--- src/hw/wpr_pkg.sv ---
// package: constants and types for the word pattern recognizer
package wpr_pkg;
   localparam int SETUP_BITS = 40;
   localparam int CTRL_BITS = 36;
   localparam int STAGE_BITS = 8;
   localparam int NUM_DATA = 16;
   // bit positions inside the setup register (bit 0 = last bit shifted in)
   localparam int POS_MATCH_HI = 0;
   localparam int POS_EN_HI = 8;
   localparam int POS_EN_LO = 16;
   localparam int POS_MATCH_LO = 24;
   localparam int POS_QUAL_EN = 32;
   localparam int POS_QUAL_MATCH = 33;
   localparam int POS_EDGE_SEL = 34;
   localparam int POS_SYNC_SEL = 35;
   localparam int POS_ECHO = 39;
   localparam logic [39:0] SETUP_RESET = 40'h00_0000_0000;
   // high-going delay on the asynchronous path
   localparam int ASYNC_RISE_MIN_NS = 35;
   localparam int ASYNC_RISE_MAX_NS = 60;
   localparam int MCLK_PERIOD_NS = 8;
   localparam int ASYNC_RISE_CYC = (ASYNC_RISE_MIN_NS + MCLK_PERIOD_NS - 1) / MCLK_PERIOD_NS;
   localparam logic [3:0] ASYNC_RISE_CNT = 4'(ASYNC_RISE_CYC);

   typedef struct packed {
      logic sync_sel;
      logic edge_sel;
      logic qual_match;
      logic qual_en;
      logic [15:0] match_bits;
      logic [15:0] enable_bits;
   } wpr_ctrl_type;
endpackage

--- src/hw/wpr_word_recognizer.sv ---
// word pattern recognizer: serial setup register, gating, compare, sync and output
// Contract
// - a 40-bit serial shift register loads on the setup shift clock, last 36 bits shifted in are control.
// - the last register bit is echoed out and reads low after one to three surplus shifts.
// - an enabled data input reaches the compare inverted, a disabled one is forced high.
// - the qualifier passes when its enable bit is low and is forced high when it is high.
// - the upper-byte compare is always enabled and goes low when all eight inputs match.
// - the lower-byte compare is enabled only when the gated qualifier equals its match bit.
// - both compare results combine into one active-low match signal.
// - control bit 35 selects the synchronized match when high, combinational when low.
// - on the asynchronous path high-going output edges are delayed 35 to 60 ns.
// - the edge select bit low uses the sample clock as is, high uses it inverted.
// - at each active sample edge the synchronizer goes low when the match is low.
// - while low, the opposite sample edge sets the synchronizer back high.
// - all five eight-bit stages shift on the same setup clock edge.
`timescale 1ns/1ps
module wpr_word_recognizer
   import wpr_pkg::*;
#(
   parameter int SYNC_STAGES = 2
)
(
   // system
   input wire logic mclk,
   input wire logic rst,
   // setup load port
   input wire logic setup_data,
   input wire logic setup_shift_clock,
   output logic setup_echo_bit,
   // probe
   input wire logic [15:0] probe_data_inputs,
   input wire logic probe_qualifier,
   input wire logic probe_clock,
   // result
   output logic word_match_n
);
   initial
   begin
      if (SYNC_STAGES != 2)
         $error("wpr_word_recognizer: SYNC_STAGES must be 2");
   end

   // two-flop synchronisers for every outside input; stage 1 read only by stage 2
   localparam int NSYN = 20;
   logic [NSYN-1:0] raw_in;
   logic [NSYN-1:0] syn1_reg;
   logic [NSYN-1:0] syn2_reg;
   assign raw_in = {probe_clock, setup_shift_clock, setup_data, probe_qualifier, probe_data_inputs};
   always_ff @(posedge mclk or posedge rst)
   begin
      if (rst)
      begin
         syn1_reg <= '0;
         syn2_reg <= '0;
      end
      else
      begin
         syn1_reg <= raw_in;
         syn2_reg <= syn1_reg;
      end
   end
   logic [15:0] data_s;
   logic qual_s;
   logic sdata_s;
   logic sclk_s;
   logic pclk_s;
   assign data_s = syn2_reg[15:0];
   assign qual_s = syn2_reg[16];
   assign sdata_s = syn2_reg[17];
   assign sclk_s = syn2_reg[18];
   assign pclk_s = syn2_reg[19];

   // edge history and setup register
   logic sclk_d_reg;
   logic pclk_d_reg;
   logic [39:0] setup_reg;
   logic [39:0] setup_next;
   logic sclk_rise;
   assign sclk_rise = sclk_s & ~sclk_d_reg;
   always_comb
   begin
      setup_next = setup_reg;
      if (sclk_rise)
         setup_next = {setup_reg[38:0], sdata_s};
   end
   always_ff @(posedge mclk or posedge rst)
   begin
      if (rst)
      begin
         setup_reg <= SETUP_RESET;
         sclk_d_reg <= 1'b0;
         pclk_d_reg <= 1'b0;
      end
      else
      begin
         setup_reg <= setup_next;
         sclk_d_reg <= sclk_s;
         pclk_d_reg <= pclk_s;
      end
   end
   assign setup_echo_bit = setup_reg[POS_ECHO];

   wpr_ctrl_type ctrl;
   assign ctrl.match_bits = {setup_reg[POS_MATCH_HI +: 8], setup_reg[POS_MATCH_LO +: 8]};
   assign ctrl.enable_bits = {setup_reg[POS_EN_HI +: 8], setup_reg[POS_EN_LO +: 8]};
   assign ctrl.qual_en = setup_reg[POS_QUAL_EN];
   assign ctrl.qual_match = setup_reg[POS_QUAL_MATCH];
   assign ctrl.edge_sel = setup_reg[POS_EDGE_SEL];
   assign ctrl.sync_sel = setup_reg[POS_SYNC_SEL];

   // gating and compare
   logic [15:0] gated;
   logic [15:0] eq;
   genvar gi;
   generate
      for (gi = 0; gi < NUM_DATA; gi++)
      begin : g_bit
         assign gated[gi] = ~(ctrl.enable_bits[gi] & data_s[gi]);
         assign eq[gi] = (gated[gi] == ctrl.match_bits[gi]);
      end
   endgenerate
   logic qual_gated;
   assign qual_gated = qual_s | ctrl.qual_en;
   logic hi_cmp_n;
   logic lo_cmp_n;
   logic match_n;
   assign hi_cmp_n = ~(&eq[15:8]);
   assign lo_cmp_n = ~((qual_gated == ctrl.qual_match) & (&eq[7:0]));
   assign match_n = hi_cmp_n | lo_cmp_n;

   logic sclk_sel;
   logic sclk_sel_d;
   assign sclk_sel = pclk_s ^ ctrl.edge_sel;
   assign sclk_sel_d = pclk_d_reg ^ ctrl.edge_sel;
   logic act_edge;
   logic opp_edge;
   assign act_edge = sclk_sel & ~sclk_sel_d;
   assign opp_edge = ~sclk_sel & sclk_sel_d;

   logic sync_n_reg;
   logic sync_n_next;
   logic [3:0] rise_cnt_reg;
   logic [3:0] rise_cnt_next;
   logic async_n_reg;
   logic async_n_next;
   logic word_n_reg;
   logic word_n_next;
   always_comb
   begin
      sync_n_next = sync_n_reg;
      if (act_edge && !match_n)
         sync_n_next = 1'b0;
      else if (opp_edge && !sync_n_reg)
         sync_n_next = 1'b1;
      async_n_next = async_n_reg;
      rise_cnt_next = '0;
      if (!match_n)
         async_n_next = 1'b0;
      else if (!async_n_reg)
      begin
         rise_cnt_next = rise_cnt_reg + 4'h1;
         if (rise_cnt_reg == ASYNC_RISE_CNT - 4'h1)
         begin
            async_n_next = 1'b1;
            rise_cnt_next = '0;
         end
      end
      word_n_next = ctrl.sync_sel ? sync_n_reg : async_n_next;
   end
   always_ff @(posedge mclk or posedge rst)
   begin
      if (rst)
      begin
         sync_n_reg <= 1'b1;
         async_n_reg <= 1'b1;
         rise_cnt_reg <= '0;
         word_n_reg <= 1'b1;
      end
      else
      begin
         sync_n_reg <= sync_n_next;
         async_n_reg <= async_n_next;
         rise_cnt_reg <= rise_cnt_next;
         word_n_reg <= word_n_next;
      end
   end
   assign word_match_n = word_n_reg;

   // checks
   // capture
   a_sync_capture: assert property (@(posedge mclk) disable iff (rst)
      (act_edge && !match_n) |=> !sync_n_reg) else $error("sync did not capture match");
   a_sync_release: assert property (@(posedge mclk) disable iff (rst)
      (opp_edge && !sync_n_reg && !act_edge) |=> sync_n_reg) else $error("sync not released");
   a_async_rise: assert property (@(posedge mclk) disable iff (rst)
      ($rose(async_n_reg)) |-> $past(match_n, 1) && $past(match_n, 4))
      else $error("async rose too early");
   a_async_fall: assert property (@(posedge mclk) disable iff (rst)
      !match_n |=> !async_n_reg) else $error("async fall slow");
   a_out_async: assert property (@(posedge mclk) disable iff (rst)
      !ctrl.sync_sel && !match_n |=> !word_match_n) else $error("async match missing");
   a_out_sync: assert property (@(posedge mclk) disable iff (rst)
      $past(ctrl.sync_sel) && ctrl.sync_sel |-> word_match_n == $past(sync_n_reg))
      else $error("sync output mismatch");
   a_setup_shift: assert property (@(posedge mclk) disable iff (rst)
      sclk_rise |=> setup_reg[0] == $past(sdata_s)) else $error("setup shift lost");
   a_echo_bit: assert property (@(posedge mclk) disable iff (rst)
      sclk_rise |=> setup_echo_bit == $past(setup_reg[38])) else $error("echo wrong");
   a_qual_block: assert property (@(posedge mclk) disable iff (rst)
      (qual_gated != ctrl.qual_match) |-> match_n) else $error("qualifier ignored");
   c_sync_hit: cover property (@(posedge mclk) disable iff (rst) $fell(sync_n_reg));
   c_async_hit: cover property (@(posedge mclk) disable iff (rst) $rose(async_n_reg));
   c_load_ok: cover property (@(posedge mclk) disable iff (rst) $rose(setup_echo_bit));
endmodule // wpr_word_recognizer

--- config.mk ---
export PLATFORM = sky130hd
export DESIGN_NAME = wpr_word_recognizer
export DESIGN_NICKNAME = d
export VERILOG_FILES = /design/src/hw/wpr_pkg.sv /design/src/hw/wpr_word_recognizer.sv
export SDC_FILE = /design/constraint.sdc
export NUM_CORES = 1
export LEC_CHECK = 0
export BUFFER_PORTS_ARGS = -buffer_cell sky130_fd_sc_hd__buf_4
export CORE_MARGIN = 2
export CORE_UTILIZATION = 58
export DETAILED_ROUTE_END_ITERATION = 10
export GPL_ROUTABILITY_DRIVEN = 0
export GPL_TIMING_DRIVEN = 0
export PLACE_DENSITY_LB_ADDON = 0.15
export SYNTH_ARGS = -nofsm -noshare
export SYNTH_HDL_FRONTEND = slang
export SYNTH_SLANG_ARGS = --single-unit
--- constraint.sdc ---
create_clock -name mclk -period 3.7 [get_ports mclk]
set_clock_uncertainty 0.1 [all_clocks]
set_input_delay 0.74 -clock mclk [delete_from_list [all_inputs] [get_ports mclk]]
set_output_delay 0.74 -clock mclk [all_outputs]
set_load 0.005 [all_outputs]
After elaboration in Yosys (flattened, before gate mapping)

Index checks and enable logic that the tools add are counted.

Add/subtract/negate cells: 1
Muxes and demuxes: 9
Bitwise gates (word level): 45
Reductions and logical operators: 7
Equal/unequal tests: 18

Operators with widths:

| kind                                           | count |
|---|---|
| NOT 1 bit                                      | 21 |
| bitwise AND 1 bit                              | 20 |
| == test 1 bit                                  | 17 |
| AND reduction 8 bit                            | 2 |
| two-way mux 4 bit                              | 3 |
| two-way mux 1 bit                              | 6 |
| adder 4 x 1 -> 4 bit (second input constant)   | 1 |
| == test 4 x 3 -> 1 bit (second input constant) | 1 |
| logical AND 1 bit                              | 2 |
| logical NOT 1 bit                              | 2 |
| OR 1 bit                                       | 2 |
| nonzero test 2 bit                             | 1 |
| bitwise XOR 1 bit                              | 2 |

Flip-flop bits (word level): 89

Logic depth before layout (Yosys ltp)

Word-level depth: 10
Gate-level depth with buffers: 5
Depth with buffers taken out: 5

Least setup slack after synthesis

No wires, ideal clock.

Path kind: flip-flop to flip-flop
Start point: register setup_reg[1]
End point: register sync_n_reg
Arrival: 1.394 ns
Stages on the path, launching flop included: 6
Clock period less this slack: 1.586 ns
Setup time: 0.092 ns
Slack: 2.114 ns
Path through: dfrtp_1 -> and3_1 -> nor4_2 -> nand4_1 -> o41ai_1 -> mux2i_1

Longest elaborated chain between the ends: 7
Elaborated cells on any way between the ends: 8

RTL lines:

| element                                                 | RTL line                   | source |
|---|---|---|
| start: declaration                                      | wpr_word_recognizer.sv:76  | `logic [39:0] setup_reg;` |
| start signal: assignment                                | wpr_word_recognizer.sv:96  | `setup_reg <= setup_next;` |
| == test 1 bit (*)                                       | wpr_word_recognizer.sv:119 | `assign eq[gi] = (gated[gi] == ctrl.match_bits[gi]);` |
| AND reduction 8 bit (*)                                 | wpr_word_recognizer.sv:127 | `assign hi_cmp_n = ~(&eq[15:8]);` |
| NOT 1 bit (*)                                           | wpr_word_recognizer.sv:127 |  |
| OR 1 bit (*)                                            | wpr_word_recognizer.sv:129 | `assign match_n = hi_cmp_n \| lo_cmp_n;` |
| logical NOT 1 bit (*)                                   | --                         |  |
| logical AND 1 bit (*)                                   | wpr_word_recognizer.sv:151 | `if (act_edge && !match_n)` |
| two-way mux 1 bit or nonzero test 2 bit (tied branches) | --                         |  |
| end signal: assignment                                  | wpr_word_recognizer.sv:181 | `sync_n_reg <= sync_n_next;` |
| end: declaration                                        | wpr_word_recognizer.sv:140 | `logic sync_n_reg;` |

Every way passes the cells marked *; elsewhere a longest branch is shown, timed or not.
A chain may end at the register's enable or synchronous reset.

Worst setup path in the final report

Start point: register setup_reg[8]
End point: register sync_n_reg

Longest elaborated chain between the ends: 9
Elaborated cells on any way between the ends: 10

RTL lines:

| element                                                 | RTL line                   | source |
|---|---|---|
| bitwise AND 1 bit (*)                                   | wpr_word_recognizer.sv:118 | `assign gated[gi] = ~(ctrl.enable_bits[gi] & data_s[gi]);` |
| NOT 1 bit (*)                                           | wpr_word_recognizer.sv:118 |  |
| == test 1 bit (*)                                       | wpr_word_recognizer.sv:119 |  |
| AND reduction 8 bit (*)                                 | wpr_word_recognizer.sv:127 |  |
| NOT 1 bit (*)                                           | wpr_word_recognizer.sv:127 |  |
| OR 1 bit (*)                                            | wpr_word_recognizer.sv:129 |  |
| logical NOT 1 bit (*)                                   | --                         |  |
| logical AND 1 bit (*)                                   | wpr_word_recognizer.sv:151 |  |
| two-way mux 1 bit or nonzero test 2 bit (tied branches) | --                         |  |

Marked as above.

==> flow_summary.ini <==
[cells_and_area]
drive_above_1_share = 0.358
areaGrowthSynthToFinish_pct = 15.4
multi_input_area_um2 = 880
final_area_mm2 = 0.00363
fin_util = 0.702
seq_area_mm2 = 0.00223
diodes = 0
largest_reg_flops = 40
fill_cells = 350
fin_nets = 263

[drt]
vias = 1719
route.detailed.drc = 0
first_pass_iters = 4
first_iter_violations = 105
wl_um = 5080
ant_nets = 0
routedWlPerCell_um = 16.2
avgViaCountPerCell = 5.49

[synth]
muxShareOfSynthArea = 0.146
avgSynthCellArea_um2 = 15.4
yosys.area_share.simple = 0.0740
synth-edff-count = 0
synthFlopType = dfrtp_1
synth.most_common_cell = dfrtp_1
yosysWarnings = 0
synthArstFlopShare = 1.00
syn-num-nets = 228
ys_types = 26
syn-cell-area_mm2 = 0.00314
ys_seq_elements = 89
synth_area_leader_cell = dfrtp_1
synth_cells = 204
synth_adder_area_share = 0.00796
synth-compound-area-share = 0.0318
synth_commonest_cells = 86 x dfrtp_1, 40 x mux2_2, 12 x a21oi_1, 12 x and3_1, 7 x nand2_1
synth-xor-area-share = 0.0195
synthTopCellsByArea = dfrtp_1 68%, mux2_2 14%, dfstp_2 2.5%
netlist.area_leader.share = 0.684
synth_top_family_by_area = multiplexers
yosysSeqAreaShare = 0.710

[pwr]
p_seq_frac = 0.585
switching_share = 0.242
ir_worst_vdd_v = 0.000301
switchingPower_mw = 0.480
internal_power_mw = 1.50
combPwrFrac = 0.094
p_leak_nw = 1.72
power_density_mw_per_mm2 = 547
pwr-share-clk = 0.322

[worst_setup_path]
cp.required_ps = 3870
worstSetupPathType = flop to flop
reg2regPathDepth = 5
reg2reg_from = setup_reg[8]$_DFFE_PP0P_
worstPathMaxFanout = 4
end_kind = flop
critPathLaunchType = flop
regToRegSetupSlack_ps = 1650
reg2reg_to = sync_n_reg$_DFFE_PP1P_
cp.arrival_ps = 2220

[cts]
cts_buffers = 9
clockRootBuffer = clkbuf_8
cts_sinks = 89
postCtsHoldBufs = 0
htree_levels = 3
insertion_delay_ps = 350
cts_resized = 0
clkTransAtPathRegs_ps = 80
cts_max_path_buffers = 2
cts_tree = built
post_cts_buffers = 0

[floorplanning]
rows = 26
die_x_um = 77.6
fp.dieH_um = 77.6
boundaryPins = 24
start_util = 0.608
dieArea_mm2 = 0.00603
core_mm2 = 0.00517

[grt]
overflow = 0
grt_pass1_vias = 1901
grt_max_degree = 72
track_usage = 0.201
antenna_found_initial = 0
grt_first_pass_wirelength_um = 9030

[run_status]
status = finished clean

[sta]
maxSlewViolCount = 0
hold_viol = 0
fmax_mhz = 488
setup_violations = 0
timing.final.crit_period_ps = 2050
tightest_slew_ps = 603
max_slew_margin = 0.598
fin_crit_sh = 0.553
rsz0062_at_grt = no

[placement]
placed_cell_area_mm2 = 0.00343
io_buffers = 23
dp.final_hpwl_um = 3580

[run]
drv_cap = 0

[hold_path]
hp-class = input port to async pin
==> worst max path at each step <==
stage / from / slack (ps) / end / depth (start not counted)
6_report: setup_reg[8]$_DFFE_PP0P_ / 1650 / sync_n_reg$_DFFE_PP1P_ / 5
5_1_grt: setup_reg[0]$_DFFE_PP0P_ / 1580 / sync_n_reg$_DFFE_PP1P_ / 5
4_1_cts: setup_reg[0]$_DFFE_PP0P_ / 1700 / sync_n_reg$_DFFE_PP1P_ / 5
3_5_place_dp: setup_reg[0]$_DFFE_PP0P_ / 1730 / sync_n_reg$_DFFE_PP1P_ / 5
3_3_place_gp: rst / -130 / syn1_reg[2]$_DFF_PP0_ / 2
2_1_floorplan: rst / 560 / pclk_d_reg$_DFF_PP0_ / 1
==> power groups by stage <==
stage	clock network (mW)	registers (mW)	logic, mW
after floorplan	0	1.14	0.138
after global placement	0	1.17	0.172
after detailed placement	0	1.18	0.187
after CTS	0.658	1.16	0.190
after global routing	0.703	1.18	0.207
final	0.638	1.16	0.186
==> layout by cell type (no fill, tap or decap), types with 3 or more instances in the layout <==
cell type | Yosys | layout
nor3_1 | 3 | 3
dfstp_2 | 3 | 3
nand2b_1 | 3 | 3
inv_1 | 5 | 4
a21oi_1 | 12 | 12
dfrtp_1 | 86 | 86
xnor2_1 | 6 | 6
clkbuf_1 | 3 | 3
clkbuf_8 | 0 | 10
mux2_2 | 40 | 40
and3_1 | 12 | 12
buf_4 | 0 | 23
nand2_1 | 7 | 7
nor4_1 | 4 | 4
==> worst max-delay path, cell delays in order, from the launching register on <==
cell     delay, ps
dfrtp_1        420
and3_1         180
nor4_1         440
nand4_1        260
o41ai_1        440
mux2i_1        130
==> per-stage QoR <==
| stage | TNS [ps] | hold slack [ps] | instances | worst slack, ps | total power [mW] |
|---|---|---|---|---|---|
| finish | 0 | 226 | 313 | 1650 | 1.98 |
| global route | 0 | 230 | 313 | 1580 | 2.09 |
| CTS | 0 | 218 | 313 | 1700 | 2.01 |
| detailed placement | 0 | 235 | 298 | 1730 | 1.36 |
| global placement | -10520 | 232 | 297 | -128 | 1.34 |
| floorplan | 0 | 231 | 204 | 558 | 1.28 |
==> routing by layer <==
| layer | global-route usage | up-vias | part of all wire |
|---|---|---|---|
| met5 | 0 | - | 0 |
| met4 | 0.114 | 0 | 0.025 |
| met3 | 0.0500 | 12 | 0.032 |
| met2 | 0.331 | 29 | 0.53 |
| met1 | 0.241 | 896 | 0.41 |
| li1 | - | 782 | - |
==> cell type report <==
cell class,count,share of cell area
multi-input cells,106,0.242
clock buffers,10,0.0379
inverters,5,0.00586
well taps,70,0.0241
flip-flops and latches,89,0.615
plain buffers,4,0.00414
repair buffers,24,0.0552
clock inverters,5,0.0155
==> cells by family (layout without fill, tap and decap cells) <==
kind of cell             Yosys count  in the layout
AO/OA/AOI/OAI                     17             17
flip-flops                        89             89
buffers and inverters              9             48
XOR/XNOR                           7              7
adder cells (fa/ha/maj)            2              2
AND/OR/NAND/NOR                   39             39
multiplexers                      41             41
Note: power is estimated with default switching activity, not from simulation.
